**src/include/sar_adc_pkg.sv**
```systemverilog
/*
  Shared constants of the converter control block: register offsets,
  field positions, reset values, conversion timing and power states.
  Assumes a 32-bit APB register bus and one system clock.
*/
package sar_adc_pkg;

  // ---------------------------------------------------------------
  // Register map (byte addresses, one aligned word each)
  // ---------------------------------------------------------------
  localparam int          ADDR_W           = 12;
  localparam logic [11:0] OFS_RESULT_HIGH  = 12'h000;
  localparam logic [11:0] OFS_RESULT_LOW   = 12'h004;
  localparam logic [11:0] OFS_SETUP        = 12'h008;
  localparam logic [11:0] OFS_TRIGGER      = 12'h00c;

  // ---------------------------------------------------------------
  // Field positions and fixed bits
  // ---------------------------------------------------------------
  localparam int         RES_BITS         = 10;
  localparam int         BIT_TIME_SEL     = 7;
  localparam int         BIT_SETUP_RSVD   = 6;
  localparam int         BIT_START_FLAG   = 7;
  localparam logic [7:0] SETUP_ONES_MASK  = 8'h30;
  localparam logic [6:0] TRIGGER_ONES     = 7'h7f;
  localparam logic [3:0] CHANNEL_RESET    = 4'h0;

  // ---------------------------------------------------------------
  // Conversion timing in system clock states
  // ---------------------------------------------------------------
  localparam int CONV_STATES_SLOW = 62;
  localparam int CONV_STATES_FAST = 31;
  localparam int SAMPLE_SLOW_INT  = 2;
  localparam int SAMPLE_FAST_INT  = 1;
  localparam logic [2:0] SAMPLE_SLOW = 3'(SAMPLE_SLOW_INT);
  localparam logic [2:0] SAMPLE_FAST = 3'(SAMPLE_FAST_INT);
  localparam logic [2:0] STEP_SLOW   =
    3'((CONV_STATES_SLOW - SAMPLE_SLOW_INT) / RES_BITS);
  localparam logic [2:0] STEP_FAST   =
    3'((CONV_STATES_FAST - SAMPLE_FAST_INT) / RES_BITS);

  // ---------------------------------------------------------------
  // Chip power states seen by the block
  // ---------------------------------------------------------------
  typedef enum logic [2:0] {
    PWR_ACTIVE     = 3'h0,
    PWR_SLEEP      = 3'h1,
    PWR_WATCH      = 3'h2,
    PWR_SUB_ACTIVE = 3'h3,
    PWR_SUB_SLEEP  = 3'h4,
    PWR_STANDBY    = 3'h5
  } power_state_e;

endpackage

```
**src/include/sar_if.sv**
```systemverilog
/*
  Interface between the register front end and the approximation
  sequencer. Assumes both ends run on the same system clock.
*/
`timescale 1ns/1ns
interface sar_if;
  logic                            start;    // Begin a conversion
  logic                            abort;    // Stop at once, no result
  logic                            fast;     // Short conversion time
  logic                            cmp;      // Synchronised comparator
  logic                            busy;     // Conversion running
  logic                            finish;   // Last step this cycle
  logic                            sampling; // Sample phase, registered
  logic [sar_adc_pkg::RES_BITS-1:0] result;  // Stored result
  logic [sar_adc_pkg::RES_BITS-1:0] trial;   // Trial code to the DAC

  modport ctrl   (output start, abort, fast, cmp,
                  input  busy, finish, sampling, result, trial);
  modport engine (input  start, abort, fast, cmp,
                  output busy, finish, sampling, result, trial);
endinterface

```
**src/core/channel_decode.sv**
```systemverilog
/*
  Decodes the four-bit channel field into a one-hot input select.
  Assumes the caller registers the output before it leaves the block.
*/
`timescale 1ns/1ns
module channel_decode (
  input  wire logic [3:0] channel_field, // Channel code from setup
  output logic      [3:0] input_onehot   // One-hot analog select
);

  // Codes 00xx pick nothing, 1xxx is prohibited and also picks nothing
  function automatic logic [3:0] decode(input logic [3:0] code);
    logic [3:0] sel;
    sel = 4'h0;
    if (code[3:2] == 2'h1) begin
      sel[code[1:0]] = 1'b1;
    end
    return sel;
  endfunction

  always_comb begin
    input_onehot = decode(channel_field);
  end

endmodule

```
**src/core/sar_sequencer.sv**
```systemverilog
/*
  Successive-approximation sequencer: sample phase, then one bit per
  step, result stored on completion. Assumes the comparator input is
  already synchronised and valid two cycles after the trial code moves.
*/
`timescale 1ns/1ns
module sar_sequencer #(
  parameter int RES = 10 // Result width
) (
  input wire logic pclk,    // System clock
  input wire logic presetn, // Asynchronous reset, active low
  sar_if.engine    sar      // Link to the register front end
);

  // Elaboration check: the step counters are sized for the package width
  if (RES != sar_adc_pkg::RES_BITS) begin
    $error("sar_sequencer: RES must equal the package width");
  end

  // ---------------------------------------------------------------
  // Sequencer state
  // ---------------------------------------------------------------
  typedef enum logic [1:0] {
    ST_IDLE    = 2'h0,
    ST_SAMPLE  = 2'h1,
    ST_CONVERT = 2'h2
  } seq_state_e;

  seq_state_e     state, next_state;
  logic [2:0]     tick, next_tick;
  logic [3:0]     bit_idx, next_bit_idx;
  logic [RES-1:0] trial, next_trial;
  logic           sampling, next_sampling;
  logic [RES-1:0] result, next_result;
  logic [2:0]     sample_len;
  logic [2:0]     step_len;
  logic           step_end;

  // Step length follows the time select; the tick counts cycles in a step, step_end marks its last one
  always_comb begin
    sample_len = sar.fast ? sar_adc_pkg::SAMPLE_FAST
                          : sar_adc_pkg::SAMPLE_SLOW;
    step_len   = sar.fast ? sar_adc_pkg::STEP_FAST
                          : sar_adc_pkg::STEP_SLOW;
    step_end   = (state == ST_CONVERT) && (tick == step_len - 3'h1);
  end

  // Next state: abort beats everything, including the final step
  always_comb begin
    next_state    = state;
    next_tick     = tick + 3'h1;
    next_bit_idx  = bit_idx;
    next_trial    = trial;
    next_result   = result;
    sar.finish    = 1'b0;
    case (state)
      ST_IDLE: begin
        next_tick = 3'h0;
        if (sar.start) begin
          next_state = ST_SAMPLE;
        end
      end
      ST_SAMPLE: begin
        if (tick == sample_len - 3'h1) begin
          next_state   = ST_CONVERT;
          next_tick    = 3'h0;
          next_bit_idx = 4'(RES - 1);
          next_trial   = {1'b1, {(RES-1){1'b0}}};
        end
      end
      ST_CONVERT: begin
        if (step_end) begin
          next_tick = 3'h0;
          // Keep the trial bit only if the input stands above it
          next_trial[bit_idx] = sar.cmp;
          if (bit_idx == 4'h0) begin
            next_state  = ST_IDLE;
            next_result = {trial[RES-1:1], sar.cmp};
            sar.finish  = 1'b1;
          end else begin
            next_bit_idx = bit_idx - 4'h1;
            next_trial[bit_idx - 4'h1] = 1'b1;
          end
        end
      end
      default: begin
        next_state = ST_IDLE;
      end
    endcase
    if (sar.abort) begin
      next_state  = ST_IDLE;
      next_tick   = 3'h0;
      next_result = result;
      sar.finish  = 1'b0;
    end
    next_sampling = (next_state == ST_SAMPLE);
  end

  // Control flops
  always_ff @(posedge pclk or negedge presetn) begin
    if (!presetn) begin
      state    <= ST_IDLE;
      tick     <= 3'h0;
      bit_idx  <= 4'h0;
      trial    <= '0;
      sampling <= 1'b0;
    end else begin
      state    <= next_state;
      tick     <= next_tick;
      bit_idx  <= next_bit_idx;
      trial    <= next_trial;
      sampling <= next_sampling;
    end
  end

  // Result keeps its value through any reset; undefined at power-up
  always_ff @(posedge pclk) begin
    result <= next_result;
  end

  assign sar.busy     = (state != ST_IDLE);
  assign sar.trial    = trial;
  assign sar.sampling = sampling;
  assign sar.result   = result;

endmodule

```
**src/core/sar_adc_control.sv**
```systemverilog
/*
  Top of the converter control block: APB register slave, start flag,
  power-state handling, channel select and conversion-end events.
  Assumes an external comparator that reports whether the selected
  analog input stands above the trial code, and an interrupt unit
  outside that keeps the request flag and its enable.
*/
`timescale 1ns/1ns
module sar_adc_control (
  input  wire logic        pclk,                // System clock
  input  wire logic        presetn,             // Async reset, low
  input  wire logic        psel,                // APB select
  input  wire logic        penable,             // APB access phase
  input  wire logic        pwrite,              // APB write
  input  wire logic [11:0] paddr,               // APB byte address
  input  wire logic [31:0] pwdata,              // APB write data
  input  wire logic [3:0]  pstrb,               // APB byte strobes
  output logic      [31:0] prdata,              // APB read data
  output logic             pready,              // APB ready
  output logic             pslverr,             // APB error
  input  wire logic [2:0]  power_state,         // Chip power state
  input  wire logic        module_standby,      // Block standby
  input  wire logic        conv_end_irq_enable, // Interrupt enable
  input  wire logic        cmp_above,           // Comparator pin
  output logic      [3:0]  channel_select,      // One-hot input mux
  output logic             sample_hold,         // Sample phase
  output logic      [9:0]  dac_code,            // Trial code
  output logic             conv_end_pulse,      // Request flag set
  output logic             conv_end_irq         // Interrupt request
);

  sar_if sar ();

  // ---------------------------------------------------------------
  // Comparator synchroniser
  // ---------------------------------------------------------------
  logic cmp_meta;
  logic cmp_sync;
  logic next_cmp_meta;
  logic next_cmp_sync;

  // Comparator settles outside our clock, so it passes two flops
  always_comb begin
    next_cmp_meta = cmp_above;
    next_cmp_sync = cmp_meta;
  end

  always_ff @(posedge pclk or negedge presetn) begin
    if (!presetn) begin
      cmp_meta <= 1'b0;
      cmp_sync <= 1'b0;
    end else begin
      cmp_meta <= next_cmp_meta;
      cmp_sync <= next_cmp_sync;
    end
  end

  // ---------------------------------------------------------------
  // Bus decode
  // ---------------------------------------------------------------
  logic setup_phase;
  logic wr_access;
  logic hit_high;
  logic hit_low;
  logic hit_setup;
  logic hit_trigger;
  logic hit_any;
  logic wr_setup;
  logic wr_trigger;
  logic low_power;

  // Address decoding, shared by the read mux and the write strobes
  always_comb begin
    hit_high    = 1'b0;
    hit_low     = 1'b0;
    hit_setup   = 1'b0;
    hit_trigger = 1'b0;
    if (paddr == sar_adc_pkg::OFS_RESULT_HIGH) begin
      hit_high = 1'b1;
    end else if (paddr == sar_adc_pkg::OFS_RESULT_LOW) begin
      hit_low = 1'b1;
    end else if (paddr == sar_adc_pkg::OFS_SETUP) begin
      hit_setup = 1'b1;
    end else if (paddr == sar_adc_pkg::OFS_TRIGGER) begin
      hit_trigger = 1'b1;
    end
    hit_any = hit_high | hit_low | hit_setup | hit_trigger;
  end

  // Writes land only at the edge where the access phase completes
  always_comb begin
    setup_phase = psel & ~penable;
    wr_access   = psel & penable & pready & pwrite & pstrb[0];
    wr_setup    = wr_access & hit_setup;
    wr_trigger  = wr_access & hit_trigger;
  end

  // Watch, sub-active, sub-sleep, standby and module standby
  always_comb begin
    low_power = module_standby
              | ((power_state != sar_adc_pkg::PWR_ACTIVE)
               & (power_state != sar_adc_pkg::PWR_SLEEP));
  end

  // ---------------------------------------------------------------
  // Setup and trigger registers
  // ---------------------------------------------------------------
  logic       conv_time_select;
  logic       setup_reserved;
  logic [3:0] channel_field;
  logic       conv_start_flag;
  logic       next_conv_time_select;
  logic       next_setup_reserved;
  logic [3:0] next_channel_field;
  logic       next_conv_start_flag;
  logic       start_req;
  logic       abort_req;

  // Setup is frozen in low power; it is not guarded against writes
  // during a conversion, software must clear the flag first
  always_comb begin
    next_conv_time_select = conv_time_select;
    next_setup_reserved   = setup_reserved;
    next_channel_field    = channel_field;
    if (wr_setup && !low_power) begin
      next_conv_time_select = pwdata[sar_adc_pkg::BIT_TIME_SEL];
      next_setup_reserved   = pwdata[sar_adc_pkg::BIT_SETUP_RSVD];
      next_channel_field    = pwdata[3:0];
    end
  end

  // Start only from idle; a zero write or low power stops a run
  always_comb begin
    start_req = wr_trigger & pwdata[sar_adc_pkg::BIT_START_FLAG]
              & ~conv_start_flag & ~low_power & ~sar.busy;
    abort_req = conv_start_flag
              & ((wr_trigger & ~pwdata[sar_adc_pkg::BIT_START_FLAG])
               | low_power);
  end

  // Flag stays up for the whole run and drops with the result load
  always_comb begin
    next_conv_start_flag = conv_start_flag;
    if (low_power) begin
      next_conv_start_flag = 1'b0;
    end else if (abort_req) begin
      next_conv_start_flag = 1'b0;
    end else if (sar.finish) begin
      next_conv_start_flag = 1'b0;
    end else if (start_req) begin
      next_conv_start_flag = 1'b1;
    end
  end

  always_ff @(posedge pclk or negedge presetn) begin
    if (!presetn) begin
      conv_time_select <= 1'b0;
      setup_reserved   <= 1'b0;
      channel_field    <= sar_adc_pkg::CHANNEL_RESET;
      conv_start_flag  <= 1'b0;
    end else begin
      conv_time_select <= next_conv_time_select;
      setup_reserved   <= next_setup_reserved;
      channel_field    <= next_channel_field;
      conv_start_flag  <= next_conv_start_flag;
    end
  end

  // ---------------------------------------------------------------
  // Sequencer link
  // ---------------------------------------------------------------
  always_comb begin
    sar.start = start_req;
    sar.abort = abort_req;
    sar.fast  = conv_time_select;
    sar.cmp   = cmp_sync;
  end

  sar_sequencer #(
    .RES (sar_adc_pkg::RES_BITS)
  ) u_seq (
    .pclk    (pclk),
    .presetn (presetn),
    .sar     (sar)
  );

  logic [3:0] input_onehot;

  channel_decode u_dec (
    .channel_field (channel_field),
    .input_onehot  (input_onehot)
  );

  assign sample_hold = sar.sampling;
  assign dac_code    = sar.trial;

  // ---------------------------------------------------------------
  // Analog select and conversion-end events
  // ---------------------------------------------------------------
  logic [3:0] next_channel_select;
  logic       next_conv_end_pulse;
  logic       next_conv_end_irq;

  // The event pulses on the same edge that clears the flag
  always_comb begin
    next_channel_select = input_onehot;
    next_conv_end_pulse = sar.finish;
    next_conv_end_irq   = sar.finish & conv_end_irq_enable;
  end

  always_ff @(posedge pclk or negedge presetn) begin
    if (!presetn) begin
      channel_select <= 4'h0;
      conv_end_pulse <= 1'b0;
      conv_end_irq   <= 1'b0;
    end else begin
      channel_select <= next_channel_select;
      conv_end_pulse <= next_conv_end_pulse;
      conv_end_irq   <= next_conv_end_irq;
    end
  end

  // ---------------------------------------------------------------
  // APB read path
  // ---------------------------------------------------------------
  logic [31:0] read_word;
  logic [31:0] next_prdata;
  logic        next_pready;
  logic        next_pslverr;

  // Read mux; fixed-one bits are forced here, not stored
  always_comb begin
    read_word = 32'h0000_0000;
    if (hit_high) begin
      read_word[7:0] = sar.result[9:2];
    end else if (hit_low) begin
      read_word[7:6] = sar.result[1:0];
    end else if (hit_setup) begin
      read_word[7:0] = {conv_time_select, setup_reserved, 2'h0,
                        channel_field} | sar_adc_pkg::SETUP_ONES_MASK;
    end else if (hit_trigger) begin
      read_word[7:0] = {conv_start_flag,
                        sar_adc_pkg::TRIGGER_ONES};
    end
  end

  // Answer is registered in setup, so every access has one wait-free
  // access cycle; unmapped addresses answer with an error
  always_comb begin
    next_prdata  = prdata;
    next_pready  = 1'b0;
    next_pslverr = 1'b0;
    if (setup_phase) begin
      next_prdata  = read_word;
      next_pready  = 1'b1;
      next_pslverr = ~hit_any;
    end
  end

  always_ff @(posedge pclk or negedge presetn) begin
    if (!presetn) begin
      prdata  <= 32'h0000_0000;
      pready  <= 1'b0;
      pslverr <= 1'b0;
    end else begin
      prdata  <= next_prdata;
      pready  <= next_pready;
      pslverr <= next_pslverr;
    end
  end

endmodule

```
**config.mk**
```make
export PLATFORM = sky130hd
export DESIGN_NAME = sar_adc_control
export DESIGN_NICKNAME = d
export VERILOG_FILES = /design/src/include/sar_adc_pkg.sv /design/src/include/sar_if.sv /design/src/core/channel_decode.sv /design/src/core/sar_sequencer.sv /design/src/core/sar_adc_control.sv
export SDC_FILE = /design/constraint.sdc
export NUM_CORES = 1
export LEC_CHECK = 0
export ABC_AREA = 1
export BUFFER_PORTS_ARGS = -buffer_cell sky130_fd_sc_hd__buf_2
export CORE_ASPECT_RATIO = 1.1
export CORE_UTILIZATION = 52
export DETAILED_ROUTE_END_ITERATION = 12
export MAX_ROUTING_LAYER = met4
export PLACE_DENSITY = 0.84
export SLEW_MARGIN = 20
export SYNTH_ARGS = -nofsm -noshare
export SYNTH_HDL_FRONTEND = slang
export SYNTH_SLANG_ARGS = --single-unit
export TNS_END_PERCENT = 1
```
**constraint.sdc**
```tcl
create_clock -name pclk -period 2.66 [get_ports pclk]
set_input_delay 0.399 -clock pclk [delete_from_list [all_inputs] [get_ports pclk]]
set_output_delay 0.399 -clock pclk [all_outputs]
set_load 0.01 [all_outputs]
```
==> results of run 1 <==
==> registers in the layout, summed over array words and instances, names as in the netlist <==
signal              count
u_seq.sar.trial        10
conv_time_select        1
prdata                  8
channel_field           4
setup_reserved          1
conv_start_flag         1
conv_end_irq            1
u_seq.tick              3
pready                  1
u_seq.bit_idx           4
u_seq.sar.sampling      1
conv_end_pulse          1
channel_select          4
cmp_meta                1
pslverr                 1
u_seq.state             2
cmp_sync                1
u_seq.sar.result       10
==> metrics by stage <==
step,std cells,hold WS [ns],instance area [um^2]
finish,493,0.0752,3380
CTS,493,0.179,3380
global placement,485,0.337,3250
detailed placement,485,0.340,3250
global route,493,0.119,3380
floorplan,382,0.103,3080
==> cell families (layout without fill, tap and decap cells) <==
family	Yosys count	count (layout)	synth area share (%)
AND/OR/NAND/NOR	159	159	23.2
buffers and inverters	80	116	13.6
XOR/XNOR	1	1	0.293
AO/OA/AOI/OAI	49	49	9.59
other	1	24	0.125
adder cells (fa/ha/maj)	10	10	4.19
multiplexers	4	4	1.34
flip-flops	55	55	47.7
==> power by group <==
| part | switching, W | internal, W |
|---|---|---|
| registers | 0.00000925 | 0.000871 |
| clock network | 0.000272 | 0.000375 |
| logic | 0.0000774 | 0.0000424 |
| total | 0.000359 | 0.00129 |
==> cells in the mapped netlist (2+ instances only) <==
cell type	instances
nand3_1	22
nand4_1	3
o22ai_1	5
buf_2	3
nor3_2	2
nor2_1	40
edfxtp_1	10
nand2_1	78
nand3_2	2
nor2_4	2
dfrtp_1	45
inv_1	49
o21ai_0	22
inv_2	2
ha_1	10
nor3_1	7
buf_4	25
a31oi_1	3
mux2i_1	4
a21oi_1	10
o21ai_2	6
==> metal layers <==
metal,vias to the layer above,wire length (um),global-route usage (%)
met5,-,0,-
met4,0,119,7.92
met3,11,238,3.31
met2,72,3050,39.2
met1,1137,2440,24.1
li1,1210,-,-
==> critical path, cell delays in order, from the launching register on <==
cell and delay (ns):
dfrtp_1 0.41, inv_1 0.17, ha_1 0.32, nand2_4 0.11
nor2_4 0.11, nand3_2 0.11, inv_1 0.07, nand2_1 0.09
inv_1 0.29
==> area by class of cell <==
cell class,count,area [um^2],share of cell area (%)
Clock buffer,5,68.8,2.03
Clock inverter,3,67.6,2.00
Inverter,51,191,5.66
Multi-Input combinational cell,247,1240,36.7
Sequential cell,55,1430,42.1
Tap cell,75,93.8,2.77
Timing Repair Buffer,57,293,8.65
==> final timing paths <==
check	from	slack, ns	endpoint	cells after the start
min in group pclk	cmp_above	0.19	cmp_meta$_DFF_PN0_	1
setup reg to reg	u_seq.bit_idx[0]$_DFFE_PN0P_	0.65	u_seq.sar.result[7]$_DFFE_PP_	8
hold reg to reg	cmp_meta$_DFF_PN0_	0.36	cmp_sync$_DFF_PN0_	0
setup / recovery	u_seq.bit_idx[0]$_DFFE_PN0P_	0.65	u_seq.sar.result[7]$_DFFE_PP_	8
hold / removal	presetn	0.08	channel_field[0]$_DFFE_PN0P_	1
max in group asynchronous	presetn	2.21	u_seq.sar.trial[4]$_DFFE_PN0P_	1
==> results.sh, run 1 <==
export IMPL_finClkSkew_ns=0.00667
export IMPL_crit_required_ns=2.64
export IMPL_critPathLaunchType="register"
export IMPL_setup_slack_ns=0.645
export IMPL_io_buffers=55
export IMPL_wl_per_cell_um=11.9
export IMPL_routed_wl_um=5840
export IMPL_cp_arrival_ns=1.99
export IMPL_gr_total_overflow=0
export IMPL_utilization_pct=61.9
export IMPL_setup_tns_ns=0
export IMPL_syn_area_mm2=0.00299
export IMPL_cts_max_path_buffers=2
export IMPL_layout_commonest_cell="nand2_1"
export IMPL_synth_ff_type="dfrtp_1"
export IMPL_p_total_w=0.00165
export IMPL_cts_made_buffers=5
export IMPL_dp_slack_ns=0.639
export IMPL_clk_latency_ns=0.31
export IMPL_ir_drop_v=0.000259
export IMPL_hpwl_um=4510
export IMPL_yosys_warnings=0
export IMPL_endpoint_kind="register"
export IMPL_synth_edff_count=10
export IMPL_path_class="register to register"
export IMPL_cap_violations=0
export IMPL_cts_hold_buf=0
export IMPL_synth_top_area_cell="dfrtp_1"
export IMPL_layout_min_cycle_time_ns=2.01
export IMPL_track_usage_pct=21.7
export IMPL_ioPinCount=110
export IMPL_fillers=502
export IMPL_via_per_inst=4.93
export IMPL_syn_area_per_cell_um2=8.33
export IMPL_setup_viol=0
export IMPL_hold_path_class="input pin to async pin"
export IMPL_clock_sinks=55
export IMPL_ys_ff_latch=55
export IMPL_grt_pass1_vias=2288
export IMPL_rsz0062_at_grt="false"
export IMPL_synthArstFlopShare_pct=81.8
export IMPL_cts_tree="done"
export IMPL_place_congestion=0.914
export IMPL_clk_pin_slew_worst_paths_ns=0.10
export IMPL_die_h_um=81.5
export IMPL_leakage_nw=1.80
export IMPL_grt_max_degree=46
export IMPL_syn2layout_area_growth_pct=13.2
export IMPL_fp_dieW_um=74.3
export IMPL_drt_initial_drc_count=104
export IMPL_firstDrtPassIters=4
export IMPL_drc=0
export IMPL_grt_pass1_wl_um=9850
export IMPL_cellPowerDensity_mw_per_mm2=487
export IMPL_yosysSeqAreaShare_pct=47.7
export IMPL_root_buffer="clkbuf_8"
export IMPL_synth_top_area_share_pct=37.7
export IMPL_fin_crit_sh_pct=75.7
export IMPL_post_cts_resized=0
export IMPL_final_layout_size_suffix_gt1_share_pct=19.4
export IMPL_die_area_mm2=0.00606
export IMPL_antenna_cells=0
export IMPL_synth_area_leaders="dfrtp_1, edfxtp_1, nand2_1, buf_4, inv_1"
export IMPL_post_cts_buffers=0
export IMPL_nets=486
export IMPL_relSlewSlack_pct=62.9
export IMPL_core_mm2=0.00547
export IMPL_rows=28
export IMPL_clock_fmax_ghz=0.496
export IMPL_start_util_pct=54.7
export IMPL_worst_pin_slew_ns=0.556
export IMPL_cp_max_fo=10
export IMPL_final_antenna_net_count=0
export IMPL_mostFrequentLayoutCells="nand2_1, buf_2, inv_1"
export IMPL_vias=2430
export IMPL_finalHoldViolations=0
export IMPL_htreeDepth=2
export IMPL_maxSlewViolCount=0
export IMPL_synthCells=359
export IMPL_yosysUniqueCellTypes=30
export IMPL_antenna_found_initial=0
export IMPL_status="finished clean"
(Power assumes the default switching activity.)
==> run 2: changes to the inputs <==
- ABC_AREA: 1 -> 0
- CORE_UTILIZATION: 52 -> 45
- PLACE_DENSITY: 0.84 -> 0.77
- clock period: 2.66 -> 1.6 ns (I/O delays scaled with it)
==> run 2 against run 1 <==
  * The run now ends with negative setup slack left
  * Count of clock-buffer cells in the layout did not move
  * Maximum frequency rose by 8.3%
  * Die area rose by 15%
  * Register-to-register slack got worse by 0.91 ns
  * Non-clock buffer count rose by 52
  * Largest cell class is now multi-input gates
  * Design area rose by 17%
==> results.sh, run 2 <==
export IMPL_synth_common_cells="dfrtp_1, nand2_1, a21oi_1"
export IMPL_hpwl_um=4920
export IMPL_syn2layout_area_growth_pct=32.2
export IMPL_synthArstFlopShare_pct=81.8
export IMPL_cp_slowest_cell="dfrtp_1"
export IMPL_mostFrequentLayoutCells="buf_2, buf_4, dfrtp_1"
export IMPL_start_util_pct=47.6
export IMPL_synth_edff_count=10
export IMPL_cellPowerDensity_mw_per_mm2=604
export IMPL_critPathLaunchType="register"
export IMPL_reg2reg_depth=7
export IMPL_largestRegisters="u_seq.sar.result x10, u_seq.sar.trial x10, prdata x8"
export IMPL_setup_slack_ns=-0.260
export IMPL_clock_sinks=55
export IMPL_drc=0
export IMPL_leakage_nw=1.89
export IMPL_final_layout_size_suffix_gt1_share_pct=38.8
export IMPL_maxSlewViolCount=0
export IMPL_finClkSkew_ns=0.00726
export IMPL_ys_ff_latch=55
export IMPL_dp_cells=473
export IMPL_finalHoldViolations=0
export IMPL_path_class="register to register"
export IMPL_htreeDepth=2
export IMPL_ioPinCount=110
export IMPL_clock_fmax_ghz=0.538
export IMPL_rows=30
export IMPL_fillers=490
export IMPL_synth_top_area_share_pct=37.8
export IMPL_crit_family="compound AO/OA/AOI/OAI gates"
export IMPL_gr_total_overflow=0
export IMPL_cap_violations=0
export IMPL_cp_arrival_ns=2.09
export IMPL_grt_pass1_vias=2407
export IMPL_grt_max_degree=20
export IMPL_layout_min_cycle_time_ns=1.86
export IMPL_cp_max_fo=6
export IMPL_yosysUniqueCellTypes=55
export IMPL_antenna_cells=0
export IMPL_vias=2615
export IMPL_die_area_mm2=0.00696
export IMPL_yosys_warnings=0
export IMPL_r2r_slack_ns=-0.26
export IMPL_synth_area_leaders="dfrtp_1, edfxtp_1, buf_4, nand2_1, a21oi_1"
export IMPL_endpoint_kind="register"
export IMPL_path_buf_inv=1
export IMPL_synth_top_area_cell="dfrtp_1"
export IMPL_grt_pass1_wl_um=11000
export IMPL_root_buffer="clkbuf_8"
export IMPL_yosys_cell_count_top_type="dfrtp_1"
export IMPL_wl_per_cell_um=14.2
export IMPL_setup_viol=38
export IMPL_whs_endpoint="cmp_meta$_DFF_PN0_"
export IMPL_place_congestion=0.909
export IMPL_r2r_start="u_seq.state[1]$_DFF_PN0_"
export IMPL_synthCells=306
export IMPL_cts_max_path_buffers=2
export IMPL_path_cells="inv_2 > ha_4 > or2_4 > o32ai_4 > o21ai_4 > a21oi_1 > a2bb2oi_2"
export IMPL_track_usage_pct=20.6
export IMPL_layout_commonest_cell="buf_2"
export IMPL_clk_pin_slew_worst_paths_ns=0.11
export IMPL_drt_initial_drc_count=179
export IMPL_clk_latency_ns=0.31
export IMPL_firstDrtPassIters=5
export IMPL_fin_crit_sh_pct=116
export IMPL_cpPeakStageDelay_ns=0.41
export IMPL_violations="negative setup slack"
export IMPL_timing_rr_end="u_seq.sar.trial[2]$_DFFE_PN0P_"
export IMPL_io_buffers=55
export IMPL_status="finished, violations left"
export IMPL_routed_wl_um=6960
export IMPL_hold_depth=1
export IMPL_hold_path_class="input pin to register"
export IMPL_cts_made_buffers=5
export IMPL_min_from="cmp_above"
export IMPL_syn_area_mm2=0.00298
export IMPL_final_antenna_net_count=0
export IMPL_utilization_pct=62.9
export IMPL_final_cells=492
export IMPL_yosysSeqAreaShare_pct=47.8
export IMPL_setup_tns_ns=-5.84
export IMPL_die_h_um=87.4
export IMPL_synth_ff_type="dfrtp_1"
export IMPL_antenna_found_initial=0
export IMPL_fp_dieW_um=79.6
export IMPL_via_per_inst=5.32
export IMPL_nets=480
export IMPL_crit_required_ns=1.83
export IMPL_syn_area_per_cell_um2=9.75
export IMPL_core_mm2=0.00627
export IMPL_ir_drop_v=0.000557
export IMPL_cts_tree="done"
export IMPL_rsz0062_at_grt="true"
-- run 2: worst max-delay path by stage --
stage                                  start                             end  slack (ns)  cells after the start
floorplan                           paddr[7]    channel_field[0]$_DFFE_PN0P_       -0.31                      5
global placement                    paddr[7]    channel_field[0]$_DFFE_PN0P_       -0.36                      6
detailed placement                  paddr[7]    u_seq.sar.sampling$_DFF_PN0_       -0.39                      6
CTS                 u_seq.state[1]$_DFF_PN0_    u_seq.bit_idx[3]$_DFFE_PN0P_       -0.23                      8
global route        u_seq.state[0]$_DFF_PN0_    u_seq.sar.sampling$_DFF_PN0_       -0.30                      8
finish              u_seq.state[1]$_DFF_PN0_  u_seq.sar.trial[2]$_DFFE_PN0P_       -0.26                      7
-- run 2: repair_timing --
item                       in CTS  in global routing
hold buffers                    1                  0
setup endpoints to repair      39                 39
setup buffers                   8                  1
hold endpoints to repair       11                  0
cloned                          1                  0
pin swaps                      14                  6
resized for setup              27                  8
-- run 2: metrics by stage --
step	area, um^2	hold WS [ns]	setup slack [ns]	total power [W]
after floorplan	3120	-0.0556	-0.313	0.00156
after global placement	3590	0.130	-0.360	0.00159
after detailed placement	3590	0.139	-0.393	0.00159
after CTS	3890	0.0250	-0.228	0.00239
after global routing	3940	0.0141	-0.304	0.00247
final	3940	0.0257	-0.260	0.00238
-- run 2: area by class of cell --
| cell class | count | area, um^2 | area share (%) |
|---|---|---|---|
| clock buffer | 5 | 68.8 | 1.74 |
| clock inverter | 3 | 26.3 | 0.666 |
| inverter | 12 | 45.0 | 1.14 |
| multi-input combinational | 228 | 1570 | 39.7 |
| sequential | 55 | 1430 | 36.2 |
| tap | 80 | 100 | 2.54 |
| timing repair buffer | 109 | 708 | 18.0 |
-- run 2: cells by family after synthesis --
| family | Yosys count | synth area share [%] |
|---|---|---|
| other | 1 | 0.126 |
| XOR/XNOR | 2 | 0.587 |
| AND/OR/NAND/NOR | 102 | 17.5 |
| adder cells (fa/ha/maj) | 10 | 4.19 |
| flip-flops | 55 | 47.8 |
| buffers and inverters | 46 | 8.85 |
| AO/OA/AOI/OAI | 82 | 17.6 |
| multiplexers | 8 | 3.36 |
-- run 2: power breakdown --
part,leakage (nW),switching (W),internal [W],total (W)
Combinational,1.13,0.0000870,0.0000482,0.000135
Sequential,0.709,0.00000426,0.00143,0.00143
Clock,0.0506,0.000495,0.000324,0.000819
Total,1.89,0.000586,0.00180,0.00238
-- run 2: per-layer routing --
metal  GRT usage [%]  vias up  share of wire (%)
li1                -     1243                  -
met5               -        -                  0
met3            2.83        8                7.2
met1            24.3     1244                 40
met2            36.5      120                 52
met4            5.45        0                1.2
